**src/pcr_regs.vh**
```
// Offsets, field positions, reset values for the peripheral bank config registers
`ifndef PCR_REGS_VH
`define PCR_REGS_VH
`define PCR_OFF_AUX        8'hf2
`define PCR_OFF_RLC        8'hf4
`define PCR_OFF_CAP        8'hf6
`define PCR_OFF_REL        8'hfe
`define PCR_REL_RESET      16'h20ff
`define PCR_AUX_RESET      16'h0000
`define PCR_REL_WMASK      16'h5fff
`define PCR_AUX_WMASK      16'h007f
`define PCR_REL_ROLE_BIT   14
`define PCR_REL_SPACE_BIT  12
`define PCR_AUX_PORT1_INPUT_HANDSHAKE_SELECT_BIT  6
`define PCR_AUX_PORT1_OUTPUT_HANDSHAKE_SELECT_BIT   5
`define PCR_AUX_PORT0_INPUT_HANDSHAKE_SELECT_BIT  4
`define PCR_AUX_PORT0_OUTPUT_HANDSHAKE_SELECT_BIT   3
`define PCR_AUX_LOWER_SPACE_WIDTH_SELECT_BIT   2
`define PCR_AUX_MIDDLE_SPACE_WIDTH_SELECT_BIT   1
`define PCR_AUX_IO_SPACE_WIDTH_SELECT_BIT  0
`endif

```
**src/pcr_config_regs.v**
```verilog
// Peripheral bank relocation, capture, release level and auxiliary config registers
//
// Behaviour
// - Relocation register resets to 20ffh
// - Role bit 1 slave, 0 master
// - Space bit selects memory or I/O decode
// - Base upper twelve bits; low byte zero
// - Memory space ignores base bits 19..16
// - Bank decodes as one 256-byte block
// - Reset rise captures sixteen bus pins
// - Capture is read-only, held until reset
// - Release code in high byte, low zero
// - Auxiliary register clears at reset
// - Per-port handshake input/output pin selects
// - Lower space width bit: 8 or 16
// - Middle, memory-mapped peripheral width select
// - I/O width bit selects 8-bit I/O
`timescale 1ns/1ps
`default_nettype none
`include "pcr_regs.vh"
module pcr_config_regs #(
  parameter [7:0] RELEASE_CODE = 8'h5a   // Arbitrary neutral value
) (
  input  wire        CLK_SYS,      // 40 MHz system clock
  input  wire        NRST,         // Synchronous reset, active low
  input  wire [19:0] ADDR,         // Access address
  input  wire        IS_MEM,       // 1 memory cycle, 0 I/O cycle
  input  wire        WR,           // Write strobe, one cycle
  input  wire        RD,           // Read strobe, one cycle
  input  wire [15:0] WDATA,        // Write data
  input  wire [15:0] PIN_LEVELS,   // Multiplexed address/data pin levels
  output reg  [15:0] RDATA,        // Read data, registered
  output wire        BANK_HIT,     // Access falls in the bank
  output wire        INTC_SLAVE,   // Interrupt controller slave mode
  output wire        BANK_IN_MEM,  // Bank mapped into memory space
  output wire [11:0] BANK_BASE,    // Bank base address bits 19..8
  output wire        P1_CTS_SEL,   // Port 1 input is clear-to-send
  output wire        P1_RTS_SEL,   // Port 1 output is request-to-send
  output wire        P0_CTS_SEL,   // Port 0 input is clear-to-send
  output wire        P0_RTS_SEL,   // Port 0 output is request-to-send
  output wire        LOWER_8BIT,   // Lower chip-select space 8-bit
  output wire        MIDDLE_8BIT,  // Middle chip-select space 8-bit
  output wire        PCS_MEM_8BIT, // Memory-mapped peripheral space 8-bit
  output wire        IO_8BIT       // All I/O space 8-bit
);
  reg  [15:0] relocation_reg;
  reg  [15:0] aux_reg;
  wire [15:0] captured;
  wire [7:0]  offs = ADDR[7:0];

  pcr_bank_decode u_dec (
    .base_field (relocation_reg[11:0]),
    .space_mem  (relocation_reg[`PCR_REL_SPACE_BIT]),
    .addr       (ADDR),
    .is_mem     (IS_MEM),
    .hit        (BANK_HIT)
  );

  pcr_capture u_cap (
    .clk      (CLK_SYS),
    .nrst     (NRST),
    .pins     (PIN_LEVELS),
    .captured (captured)
  );

  // Writes to read-only offsets are dropped; byte lanes are not split
  always @(posedge CLK_SYS) begin
    if (!NRST) begin
      relocation_reg <= `PCR_REL_RESET;
      aux_reg        <= `PCR_AUX_RESET;
    end else if (WR && BANK_HIT) begin
      if (offs == `PCR_OFF_REL) begin
        relocation_reg <= WDATA & `PCR_REL_WMASK;
      end
      if (offs == `PCR_OFF_AUX) begin
        aux_reg <= WDATA & `PCR_AUX_WMASK;
      end
    end
  end

  always @(posedge CLK_SYS) begin
    if (!NRST) begin
      RDATA <= 16'h0000;
    end else if (RD && BANK_HIT) begin
      case (offs)
        `PCR_OFF_REL: RDATA <= relocation_reg;
        `PCR_OFF_AUX: RDATA <= aux_reg;
        `PCR_OFF_CAP: RDATA <= captured;
        `PCR_OFF_RLC: RDATA <= {RELEASE_CODE, 8'h00};
        default:      RDATA <= 16'h0000;
      endcase
    end
  end

  assign INTC_SLAVE   = relocation_reg[`PCR_REL_ROLE_BIT];
  assign BANK_IN_MEM  = relocation_reg[`PCR_REL_SPACE_BIT];
  assign BANK_BASE    = relocation_reg[11:0];
  assign P1_CTS_SEL   = aux_reg[`PCR_AUX_PORT1_INPUT_HANDSHAKE_SELECT_BIT];
  assign P1_RTS_SEL   = aux_reg[`PCR_AUX_PORT1_OUTPUT_HANDSHAKE_SELECT_BIT];
  assign P0_CTS_SEL   = aux_reg[`PCR_AUX_PORT0_INPUT_HANDSHAKE_SELECT_BIT];
  assign P0_RTS_SEL   = aux_reg[`PCR_AUX_PORT0_OUTPUT_HANDSHAKE_SELECT_BIT];
  assign LOWER_8BIT   = aux_reg[`PCR_AUX_LOWER_SPACE_WIDTH_SELECT_BIT];
  assign MIDDLE_8BIT  = aux_reg[`PCR_AUX_MIDDLE_SPACE_WIDTH_SELECT_BIT];
  // Peripheral space only narrows when it is memory-mapped
  assign PCS_MEM_8BIT = aux_reg[`PCR_AUX_MIDDLE_SPACE_WIDTH_SELECT_BIT] & IS_MEM;
  assign IO_8BIT      = aux_reg[`PCR_AUX_IO_SPACE_WIDTH_SELECT_BIT];
endmodule // pcr_config_regs
`default_nettype wire

```
**src/pcr_bank_decode.v**
```verilog
// Address match of the relocatable 256-byte peripheral register bank
`timescale 1ns/1ps
`default_nettype none
module pcr_bank_decode (
  input  wire [11:0] base_field,   // Upper base address bits 19..8
  input  wire        space_mem,    // 1 = bank in memory space
  input  wire [19:0] addr,         // Access address
  input  wire        is_mem,       // 1 = memory cycle, 0 = I/O cycle
  output wire        hit           // Access falls inside the bank
);
  // In memory space base bits 19..16 do not take part
  wire upper_ok = space_mem ? 1'b1 : (addr[19:16] == base_field[11:8]);
  wire mid_ok   = (addr[15:8] == base_field[7:0]);
  assign hit = (is_mem == space_mem) && upper_ok && mid_ok;
endmodule // pcr_bank_decode
`default_nettype wire

```
**src/pcr_capture.v**
```verilog
// Reset-time capture of the multiplexed address/data pins
`timescale 1ns/1ps
`default_nettype none
module pcr_capture (
  input  wire        clk,          // System clock
  input  wire        nrst,         // Synchronous reset, active low
  input  wire [15:0] pins,         // Bus pin levels
  output reg  [15:0] captured      // Value caught at reset release
);
  reg in_reset_reg;
  // Capture on the first edge after release, then hold until next reset
  always @(posedge clk) begin
    if (!nrst) begin
      in_reset_reg <= 1'b1;
    end else begin
      in_reset_reg <= 1'b0;
      if (in_reset_reg) begin
        captured <= pins;
      end
    end
  end
endmodule // pcr_capture
`default_nettype wire

```
**config.mk**
```make
export PLATFORM = sky130hd
export DESIGN_NAME = pcr_config_regs
export DESIGN_NICKNAME = d
export VERILOG_FILES = /design/src/pcr_config_regs.v /design/src/pcr_bank_decode.v /design/src/pcr_capture.v
export VERILOG_INCLUDE_DIRS = /design/src /design/src/src
export SDC_FILE = /design/constraint.sdc
export NUM_CORES = 1
export LEC_CHECK = 0
export BUFFER_PORTS_ARGS = -buffer_cell sky130_fd_sc_hd__buf_2
export CAP_MARGIN = 20
export CORE_MARGIN = 2
export CORE_UTILIZATION = 30
export CTS_CLUSTER_SIZE = 10
export DETAILED_ROUTE_END_ITERATION = 10
export GPL_ROUTABILITY_DRIVEN = 0
export PLACE_DENSITY_LB_ADDON = 0.2
export SKIP_CTS_REPAIR_TIMING = 1
export SLEW_MARGIN = 0
export SYNTH_ARGS = -nofsm -noshare
export SYNTH_HDL_FRONTEND = slang
export SYNTH_HIERARCHICAL = 1
export SYNTH_SLANG_ARGS = --single-unit
```
**constraint.sdc**
```tcl
create_clock -name CLK_SYS -period 2.2 [get_ports CLK_SYS]
set_clock_uncertainty 0.1 [all_clocks]
set_input_delay 0.11 -clock CLK_SYS [delete_from_list [all_inputs] [get_ports CLK_SYS]]
set_output_delay 0.11 -clock CLK_SYS [all_outputs]
set_load 0.01 [all_outputs]
```
# Yosys cells after proc, flatten, opt, wreduce, memory -nomap -nowiden

Cells that the tools add are included.

Bits in registers: 55
Word-level logic and storage cells: 23

Equal/unequal tests: 7
Multiplexer cells: 3
Bitwise logic cells: 1
Reduce and logical (&&, ||, !) cells: 7

Operators by type and width:

| kind                                        | number |
|---|---|
| one-hot mux 16 bit (4 select lines)         | 1 |
| equality test 8 bit (second input constant) | 4 |
| equality test 8 bit                         | 1 |
| AND reduction 2 bit                         | 3 |
| equality test 4 bit                         | 1 |
| logical AND 1 bit                           | 4 |
| two-way mux 1 bit                           | 2 |
| bitwise AND 1 bit                           | 1 |
| equality test 1 bit                         | 1 |

# Longest topological paths before layout

Gate-level depths: netlist (run 1).

Depth after elaboration: 6
Gate-level depth with buffers: 8

# Cells and area by module

The synthesis (run 1) kept the hierarchy.

Modules (own cells, without submodules):

| module          | instances | cells an instance | area each (um2) |
|---|---|---|---|
| pcr_config_regs | 1         | 216               | 1960.6 |
| pcr_capture     | 1         | 19                | 510.5 |
| pcr_bank_decode | 1         | 18                | 150.1 |

# Worst setup path before layout (run 1)

No wires, ideal clock.

Path type: reg-to-reg
Start point: register relocation_reg[11]
End point: register RDATA[1]
Library setup time: 0.146 ns
Arrival: 1.943 ns
Data required time: 1.954 ns
Path slack: 0.012 ns
Stages on the path, launching flop included: 9
Path buffers: 1
Clock period less this slack: 2.188 ns
Path through: dfxtp_1 > xor2_1 > nor3_2 > a22oi_1 > nor3_2 > nand2_1 > clkbuf_1 > a222oi_1 > a211oi_1

Cells in the longest elaborated chain, start to end: 5

RTL lines:

| element                         | line                 | text |
|---|---|---|
| start, declared                 | pcr_config_regs.v:46 | `reg [15:0] relocation_reg;` |
| start signal, assigned          | pcr_config_regs.v:69 | `` relocation_reg <= `PCR_REL_RESET; `` |
| start signal, assigned          | pcr_config_regs.v:73 | `` relocation_reg <= WDATA & `PCR_REL_WMASK; `` |
| equality test 4 bit             | pcr_bank_decode.v:12 | `wire upper_ok = space_mem ? 1'b1 : (addr[19:16] == base_field[11:8]);` |
| two-way mux 1 bit               | pcr_bank_decode.v:12 |  |
| logical AND 1 bit (2 in series) | pcr_bank_decode.v:14 | `assign hit = (is_mem == space_mem) && upper_ok && mid_ok;` |
| net BANK_HIT                    | pcr_config_regs.v:33 | `output wire BANK_HIT,` |
| logical AND 1 bit               | pcr_config_regs.v:84 | `end else if (RD && BANK_HIT) begin` |
| end signal, assigned            | pcr_config_regs.v:86 | `` `PCR_OFF_REL: RDATA <= relocation_reg; `` |
| end signal, assigned            | pcr_config_regs.v:87 | `` `PCR_OFF_AUX: RDATA <= aux_reg; `` |
| end signal, assigned            | pcr_config_regs.v:88 | `` `PCR_OFF_CAP: RDATA <= captured; `` |
| end, declared                   | pcr_config_regs.v:32 | `output reg [15:0] RDATA,` |

The timed path passes the listed nets, and every way through them passes these cells.
A chain may end at the register's enable or synchronous reset.

# Final worst setup path (run 1)

Start point: register relocation_reg[4]
End point: register RDATA[13]

Cells in the longest elaborated chain, start to end: 3

RTL lines:

| element             | line                 | text |
|---|---|---|
| equality test 8 bit | pcr_bank_decode.v:13 | `wire mid_ok = (addr[15:8] == base_field[7:0]);` |
| logical AND 1 bit   | pcr_bank_decode.v:14 |  |
| logical AND 1 bit   | pcr_config_regs.v:84 |  |

Every way passes these cells.

==> results of run 1 <==
[area by class of cell]
cell class	instances	area share (%)
timing repair buffer	136	24.47
clock inverter	2	0.2116
sequential	55	35.58
multi-input combinational	168	33.46
tap	108	3.808
clock buffer	6	2.045
inverter	4	0.4231
[layer usage]
layer,global-route usage [%],wire (um),vias to the layer above
met5,0,0,-
met2,24.83,3684,82
li1,-,-,1152
met1,21.11,3480,1084
met4,4.274,59,0
met3,3.381,403,5
[placed cells by master, fill, tap and decap left out, types with 2 or more instances in the layout]
cell / n
nand4_1: 9
o31ai_1: 11
inv_1: 3
mux2_1: 7
a222oi_1: 7
xnor2_1: 7
buf_4: 15
o2bb2ai_1: 4
nand2b_1: 2
clkinv_1: 2
nand2_1: 31
and2_1: 2
mux2i_1: 18
clkbuf_8: 5
or4_1: 5
nor3_2: 2
buf_2: 93
a211oi_1: 6
a21oi_1: 12
nand3_1: 6
nor2_1: 17
xor2_1: 4
edfxtp_1: 16
dfxtp_1: 38
dlygate4sd3_1: 27
[Yosys cell counts, types with 2 or more instances]
cell       count
dfxtp_1       39
edfxtp_1      16
o2bb2ai_1      4
buf_6          3
mux2i_1       18
nand2_1       31
xnor2_1        8
a211oi_1       7
or4_1          5
inv_1          3
buf_2          4
nand4_1        9
and2_1         2
a222oi_1       7
nand2b_1       2
mux2_1         7
nand3_1        6
clkbuf_1       5
a21oi_1       12
o31ai_1       11
nor3_2         2
buf_4         14
xor2_1         4
nor2_1        17
[cells by family (layout without fill, tap and decap cells)]
logic type,Yosys count,after routing
AO/OA/AOI/OAI,44,44
XOR/XNOR,12,12
buffers and inverters,31,148
flip-flops,55,55
multiplexers,25,25
AND/OR/NAND/NOR,86,87
[final timing paths]
check / depth (start not counted) / endpoint / slack, ns / startpoint
min reg2reg: 2 / RDATA[10] / 0.37 / RDATA[10]
max reg2reg: 7 / RDATA[13] / 0.12 / relocation_reg[4]
min: 3 / aux_reg[1] / -0.02 / WDATA[1]
max: 7 / RDATA[13] / 0.12 / relocation_reg[4]
[worst max-delay path, cell delays in order (launching register included)]
cell and delay, ns:
dfxtp_2 0.36, xnor2_2 0.20, nand4_1 0.19, nor3_2 0.22
buf_4 0.16, nand2_1 0.09, or4_1 0.54, a21oi_1 0.15
[through the flow]
step                power (mW)  instance area [um2]
detailed placement       1.247                 3158
CTS                      1.785                 3238
finish                   1.801                 3548
floorplan                1.167                 2621
global placement         1.245                 3158
global route             1.882                 3548
[power breakdown]
part | switching [mW] | total (mW) | internal (mW)
clock network | 0.322 | 0.540 | 0.218
logic | 0.0999 | 0.202 | 0.102
registers | 0.00288 | 1.06 | 1.06
==> flow_metrics.env, run 1 <==
export IMPL_yosysTopAreaCell="dfxtp_1"
export IMPL_ir_worst_vdd_mv=0.2464
export IMPL_post_place_cells=441
export IMPL_setup_viol=0
export IMPL_die_area_um2=9501
export IMPL_areaGrowthSynthToFinish_pct=35.37
export IMPL_fillCellCount=863
export IMPL_fin_nets=427
export IMPL_dp_hpwl_um=5446
export IMPL_cts_max_path_buffers=2
export IMPL_synth_distinct_cells=41
export IMPL_die_x_um=97.48
export IMPL_grt_pass1_wl_um=11500
export IMPL_async_flop_share_pct=0
export IMPL_final_setup_tns_ns=0
export IMPL_hold_violations=5
export IMPL_cts_root_buffer="clkbuf_8"
export IMPL_cts_tree="yes"
export IMPL_num_io_pins=96
export IMPL_clock_sinks=55
export IMPL_num_rows=34
export IMPL_slew_viol_final=0
export IMPL_period_share_pct=94.61
export IMPL_synth_fa_ha_area_share_pct=0
export IMPL_crit_required_ns=2.33
export IMPL_synth_top_family_by_area="simple AND/OR/NAND/NOR gates"
export IMPL_grt_total_usage_pct=15.48
export IMPL_synth_seq_area_share_pct=48.11
export IMPL_cts_htree_levels=2
export IMPL_pre_cts_ws_ns=-0.01356
export IMPL_cts_clk_slew_worst_paths_ns=0.09
export IMPL_synthesis_area_um2=2621
export IMPL_relSlewSlack_pct=59.43
export IMPL_synth_seq_cells=55
export IMPL_initial_core_util_pct=30.50
export IMPL_ys_dominant_reg_cell="dfxtp_1"
export IMPL_wl_per_cell_um=15.92
export IMPL_endpoint_kind="register"
export IMPL_synthMuxAreaShare_pct=9.881
export IMPL_grt_max_degree=36
export IMPL_cp_max_fo=4
export IMPL_crit_path_start_kind="register"
export IMPL_crit_type="register to register"
export IMPL_cts_buffers=5
export IMPL_avgViaCountPerCell=4.850
export IMPL_final_core_util_pct=41.29
export IMPL_whs_ns=-0.02072
export IMPL_antenna_found_initial=0
export IMPL_synthSimpleGateAreaFrac_pct=18.23
export IMPL_vias=2323
export IMPL_multi_input_area_um2=1187
export IMPL_worstMarginPinSlew_ns=0.6077
export IMPL_synth_area_leaders="dfxtp_1 30%, edfxtp_1 18%, mux2i_1 6.9%"
export IMPL_powerDensity_nw_per_um2=507.5
export IMPL_post_synth_cell_area_avg_um2=10.36
export IMPL_holdCritPathClass="primary input to register"
export IMPL_violations="hold timing"
export IMPL_synth_compound_area_share_pct=12.27
export IMPL_period_needed_ns=2.081
export IMPL_drt_iter0_markers=92
export IMPL_status="complete, but fails checks"
export IMPL_clock_fmax_ghz=0.4804
export IMPL_setup_slack_ns=0.1186
export IMPL_io_buffer_count=93
export IMPL_instances_no_fill=479
export IMPL_arrival_ns=2.22
export IMPL_netlist_instances=253
export IMPL_n_antenna_cell=0
export IMPL_fp_dieH_um=97.48
export IMPL_power_leakage_nw=1.438
export IMPL_rsz0062_at_grt="false"
export IMPL_synth_xor_area_share_pct=4.010
export IMPL_core_um2=8593
export IMPL_postRouteAntennaNets=0
export IMPL_seqCellArea_um2=1262
export IMPL_synthesis_nets=310
export IMPL_synth_edff_count=16
export IMPL_drt_total_wl_um=7627
export IMPL_clk_latency_ns=0.31
export IMPL_yosysTopAreaCellShare_pct=29.79
export IMPL_drt_first_pass_iters=8
export IMPL_max_cap_violations=0
export IMPL_drive_above_1_share_pct=34.77
export IMPL_grt_overflow=0
export IMPL_ys_warn_count=6
export IMPL_drc_errors=0
export IMPL_grt_pass1_vias=2101
Note: power is estimated with default switching activity, not from simulation.
==> run 2, diff against run 1 <==
Clock period 2.2 ns to 2.5 ns, I/O delays scaled along.
==> run 2 against run 1 <==
The run now ends clean. Hold slack gained 0.028 ns. Routed wire length fell by 2.1%. Fmax fell by 8.0%. Sequential share of layout area is 1.2 points higher. First-iteration DRC count up 36%. Die area unchanged. Total power shrank 12%. Sequential cell count stayed put. Register-to-register slack improved by 0.12 ns. Largest cell class unchanged. Highest routed layer unchanged.
==> flow_metrics.env, run 2 (synthesized netlist as in run 1, its figures left out) <==
export IMPL_status="completed"
export IMPL_reg2regPathDepth=8
export IMPL_grt_total_usage_pct=15.04
export IMPL_cp_max_fo=15
export IMPL_max_cap_violations=0
export IMPL_routed_wl_met3_um=389
export IMPL_cts_clk_slew_worst_paths_ns=0.10
export IMPL_vias=2251
export IMPL_avgViaCountPerCell=4.841
export IMPL_grt_max_degree=36
export IMPL_clk_latency_ns=0.30
export IMPL_slowest_stage="dfxtp_1"
export IMPL_regToRegSetupSlack_ns=0.24
export IMPL_wl_met2_um=3557
export IMPL_antenna_found_initial=0
export IMPL_grt_pass1_vias=2045
export IMPL_cts_max_path_buffers=2
export IMPL_dp_hpwl_um=5427
export IMPL_drc_errors=0
export IMPL_cts_buffers=5
export IMPL_setup_viol=0
export IMPL_wl_met1_um=3491
export IMPL_power_leakage_nw=1.382
export IMPL_period_needed_ns=2.262
export IMPL_io_buffer_count=93
export IMPL_crit_required_ns=2.55
export IMPL_postRouteAntennaNets=0
export IMPL_num_io_pins=96
export IMPL_cpPeakStageDelay_ns=0.36
export IMPL_r2r_end="RDATA[1]"
export IMPL_die_x_um=97.48
export IMPL_post_dp_cell_area_um2=3098
export IMPL_holdPathEnd="relocation_reg[6]"
export IMPL_initial_core_util_pct=30.50
export IMPL_fp_dieH_um=97.48
export IMPL_wl_per_cell_um=16.05
export IMPL_num_rows=34
export IMPL_final_setup_tns_ns=0
export IMPL_cts_htree_levels=2
export IMPL_worstMarginPinSlew_ns=0.7239
export IMPL_rr_startpoint="relocation_reg[11]"
export IMPL_arrival_ns=2.31
export IMPL_fin_nets=413
export IMPL_min_from="WDATA[6]"
export IMPL_drt_total_wl_um=7465
export IMPL_areaGrowthSynthToFinish_pct=30.69
export IMPL_drt_iter0_markers=125
export IMPL_holdCritPathClass="primary input to register"
export IMPL_crit_path_start_kind="register"
export IMPL_final_cell_area_um2=3426
export IMPL_n_antenna_cell=0
export IMPL_grt_overflow=0
export IMPL_maxUsedRoutingLayer="met4"
export IMPL_clock_sinks=55
export IMPL_hold_depth=3
export IMPL_crit_type="register to register"
export IMPL_grt_pass1_wl_um=11270
export IMPL_cts_root_buffer="clkbuf_8"
export IMPL_slew_viol_final=0
export IMPL_die_area_um2=9501
export IMPL_rsz0062_at_grt="false"
export IMPL_ir_worst_vdd_mv=0.3152
export IMPL_endpoint_kind="register"
export IMPL_cts_tree="yes"
export IMPL_core_um2=8593
export IMPL_clock_fmax_ghz=0.4420
export IMPL_crit_chain="xor2_1 -> nor3_2 -> a22oi_1 -> nor3_4 -> nand2_1 -> buf_4 -> a222oi_1 -> a211oi_1"
export IMPL_drive_above_1_share_pct=32.21
export IMPL_drt_first_pass_iters=5
export IMPL_mostFrequentLayoutCell="buf_2"
export IMPL_powerDensity_nw_per_um2=460.8
export IMPL_period_share_pct=90.49
export IMPL_hold_violations=0
export IMPL_layout_common_cells="93 x buf_2, 39 x dfxtp_1, 31 x nand2_1"
export IMPL_relSlewSlack_pct=51.69
run 2: worst max-delay path by stage:
stage | start | end | slack [ns]
2_1_floorplan | relocation_reg[11] | RDATA[1] | 0.31
3_3_place_gp | relocation_reg[11] | RDATA[2] | 0.15
3_5_place_dp | relocation_reg[11] | RDATA[3] | 0.11
4_1_cts | relocation_reg[11] | RDATA[6] | 0.09
5_1_grt | relocation_reg[4] | RDATA[5] | 0.01
6_report | relocation_reg[11] | RDATA[1] | 0.24
run 2: critical path, delay by kind of cell, from the launching register on:
family                 cells  cell delay [ns]
buffers and inverters      1             0.25
AO/OA/AOI/OAI              3             0.58
AND/OR/NAND/NOR            3             0.64
flip-flops                 1             0.36
XOR/XNOR                   1             0.17
run 2: area by class of cell:
cell class / instances / area, um2
fillers: 884 / 5167
flip-flops and latches: 55 / 1261
multi-input cells: 167 / 1170
repair buffers: 123 / 763.2
well taps: 108 / 135.1
clock buffers: 6 / 72.57
inverters: 4 / 15.01
clock inverters: 2 / 8.758
run 2: stage by stage:
| step | std cells | hold WS (ns) | utilization [%] | total power [mW] | worst slack, ns |
|---|---|---|---|---|---|
| final | 465 | 0.006796 | 39.87 | 1.579 | 0.2378 |
| after CTS | 441 | -0.1191 | 37.00 | 1.567 | 0.08651 |
| after global placement | 433 | 0.2019 | 36.05 | 1.095 | 0.1526 |
| after detailed placement | 433 | 0.2031 | 36.05 | 1.097 | 0.1114 |
| after floorplan | 253 | 0.08152 | - | 1.027 | 0.3116 |
| after global routing | 465 | 0.003503 | 39.87 | 1.656 | 0.01261 |
run 2: per-layer routing:
metal  vias up  global-route usage (%)
li1       1125                       -
met1      1044                   20.29
met2        78                   24.99
met3         4                   3.741
met4         0                   2.244
met5         -                       0
run 2: report_power, final:
group	internal [mW]	leakage, nW	switching [mW]
sequential	0.930	0.465	0.00267
combinational	0.0857	0.875	0.0852
clock	0.194	0.0426	0.282
total	1.21	1.38	0.370
==> run 3, diff against run 2 <==
Settings changed: CTS_BUF_LIST from default to sky130_fd_sc_hd__clkbuf_8.
==> run 3 against run 2 <==
Hold slack worse by 0.00079 ns. Sequential power about the same. Non-clock buffer count unchanged. Via count about the same. Setup slack worse by 0.028 ns. Sequential share of layout area unchanged. First-iteration DRC count up 19%.
==> flow_metrics.env, run 3 (synthesized netlist as in run 1, its figures left out) <==
export IMPL_num_rows=34
export IMPL_cts_tree="yes"
export IMPL_critical_path_depth=7
export IMPL_vias=2250
export IMPL_cts_htree_levels=2
export IMPL_fp_dieH_um=97.48
export IMPL_period_needed_ns=2.291
export IMPL_cp_max_fo=15
export IMPL_cp_endpoint="RDATA[1]"
export IMPL_grt_max_degree=36
export IMPL_crit_required_ns=2.55
export IMPL_grt_overflow=0
export IMPL_endpoint_kind="register"
export IMPL_drt_iter0_markers=149
export IMPL_powerDensity_nw_per_um2=459.2
export IMPL_antenna_found_initial=0
export IMPL_status="completed"
export IMPL_crit_path_start_kind="register"
export IMPL_hold_violations=0
export IMPL_r2r_end="RDATA[1]"
export IMPL_p_switching_uw=368.2
export IMPL_ir_worst_vdd_mv=0.3155
export IMPL_pre_cts_ws_ns=0.1114
export IMPL_reg2regPathDepth=7
export IMPL_grt_pass1_wl_um=11270
export IMPL_crit_start="relocation_reg[4]"
export IMPL_path_delay_family="simple AND/OR/NAND/NOR gates"
export IMPL_grt_total_usage_pct=15.02
export IMPL_areaGrowthSynthToFinish_pct=30.69
export IMPL_core_um2=8593
export IMPL_drive_above_1_share_pct=32.21
export IMPL_drc_errors=0
export IMPL_p_int_mw=1.205
export IMPL_clkPwrFrac_pct=29.9
export IMPL_slowest_stage="dfxtp_1"
export IMPL_crit_chain="xnor2_1 -> nand4_1 -> nor3_4 -> nand2_1 -> buf_4 -> a222oi_1 -> a211oi_1"
export IMPL_period_share_pct=91.62
export IMPL_clk_latency_ns=0.30
export IMPL_cts_buffers=5
export IMPL_num_io_pins=96
export IMPL_min_from="WDATA[6]"
export IMPL_seq_power_share_pct=59.3
export IMPL_dp_hpwl_um=5427
export IMPL_cts_root_buffer="clkbuf_8"
export IMPL_avgViaCountPerCell=4.839
export IMPL_max_cap_violations=0
export IMPL_cts_clk_slew_worst_paths_ns=0.10
export IMPL_clock_sinks=55
export IMPL_n_antenna_cell=0
export IMPL_cpPeakStageDelay_ns=0.35
export IMPL_critPathBufInv=1
export IMPL_rsz0062_at_grt="false"
export IMPL_setup_slack_ns=0.2095
export IMPL_worstMarginPinSlew_ns=0.7378
export IMPL_clock_fmax_ghz=0.4366
export IMPL_grt_pass1_vias=2048
export IMPL_wl_per_cell_um=16.05
export IMPL_rr_startpoint="relocation_reg[4]"
export IMPL_fin_nets=413
export IMPL_final_setup_tns_ns=0
export IMPL_regToRegSetupSlack_ns=0.21
export IMPL_mostFrequentLayoutCell="buf_2"
export IMPL_arrival_ns=2.34
export IMPL_io_buffer_count=93
export IMPL_power_leakage_nw=1.386
export IMPL_initial_core_util_pct=30.50
export IMPL_swShare_pct=23.40
export IMPL_postRouteAntennaNets=0
export IMPL_setup_viol=0
export IMPL_cts_max_path_buffers=2
export IMPL_slew_viol_final=0
export IMPL_holdCritPathClass="primary input to register"
export IMPL_die_x_um=97.48
export IMPL_crit_type="register to register"
export IMPL_share_comb_of_total_power_pct=10.8
export IMPL_relSlewSlack_pct=50.77
export IMPL_drt_total_wl_um=7463
export IMPL_die_area_um2=9501
export IMPL_layout_common_cells="93 x buf_2, 39 x dfxtp_1, 31 x nand2_1"
export IMPL_drt_first_pass_iters=4
-- run 3: cell count changes in the layout (fill, tap and decap cells not counted), sizes merged --
cell	previous run	this run
inv	4	5
clkbuf	6	5
-- run 3: cell type report --
cell class / count / area, um2
Multi-Input combinational cell: 167 / 1170
Clock inverter: 3 / 12.51
Tap cell: 108 / 135.1
Inverter: 4 / 15.01
Timing Repair Buffer: 123 / 763.2
Clock buffer: 5 / 68.82
Fill cell: 884 / 5167
Sequential cell: 55 / 1261
-- run 3: stage by stage --
stage	cells	total power, mW	instance area, um2	utilization (%)	hold slack (ns)
3_5_place_dp	433	1.097	3098	36.05	0.2031
5_1_grt	465	1.650	3426	39.87	0.003503
2_1_floorplan	253	1.027	2621	-	0.08152
6_report	465	1.573	3426	39.87	0.006003
4_1_cts	441	1.564	3179	37.00	-0.1194
3_3_place_gp	433	1.095	3098	36.05	0.2019
-- run 3: how the worst min path moves through the flow --
stage	slack, ns	end	cells past startpoint
CTS	-0.12	u_cap/captured[2]	1
global route	0.004	aux_reg[6]	3
global placement	0.20	u_cap/captured[0]	1
detailed placement	0.20	u_cap/captured[5]	1
floorplan	0.08	u_cap/in_reset_reg	1
finish	0.006	relocation_reg[6]	3
-- run 3: layer usage --
layer / track usage, % / part of all wire [%] / wire length (um) / vias to the layer above
li1: - / - / - / 1126
met1: 20.20 / 45 / 3370 / 1042
met2: 25.04 / 48 / 3600 / 80
met3: 3.741 / 6.3 / 473 / 2
met4: 2.244 / 0.23 / 17 / 0
met5: 0 / 0 / 0 / -
-- run 3: power groups by stage --
stage	Clock, mW	Combinational (mW)	Sequential, mW
finish	0.471	0.170	0.932
global placement	0	0.142	0.953
global route	0.528	0.188	0.933
detailed placement	0	0.144	0.953
CTS	0.487	0.144	0.932
floorplan	0	0.0745	0.952
-- run 3: worst min-delay path: cells and delay by family --
family	cells	cell delay (ns)
mux	1	0.11
simple gates	1	0.04
buf+inv	1	0.10
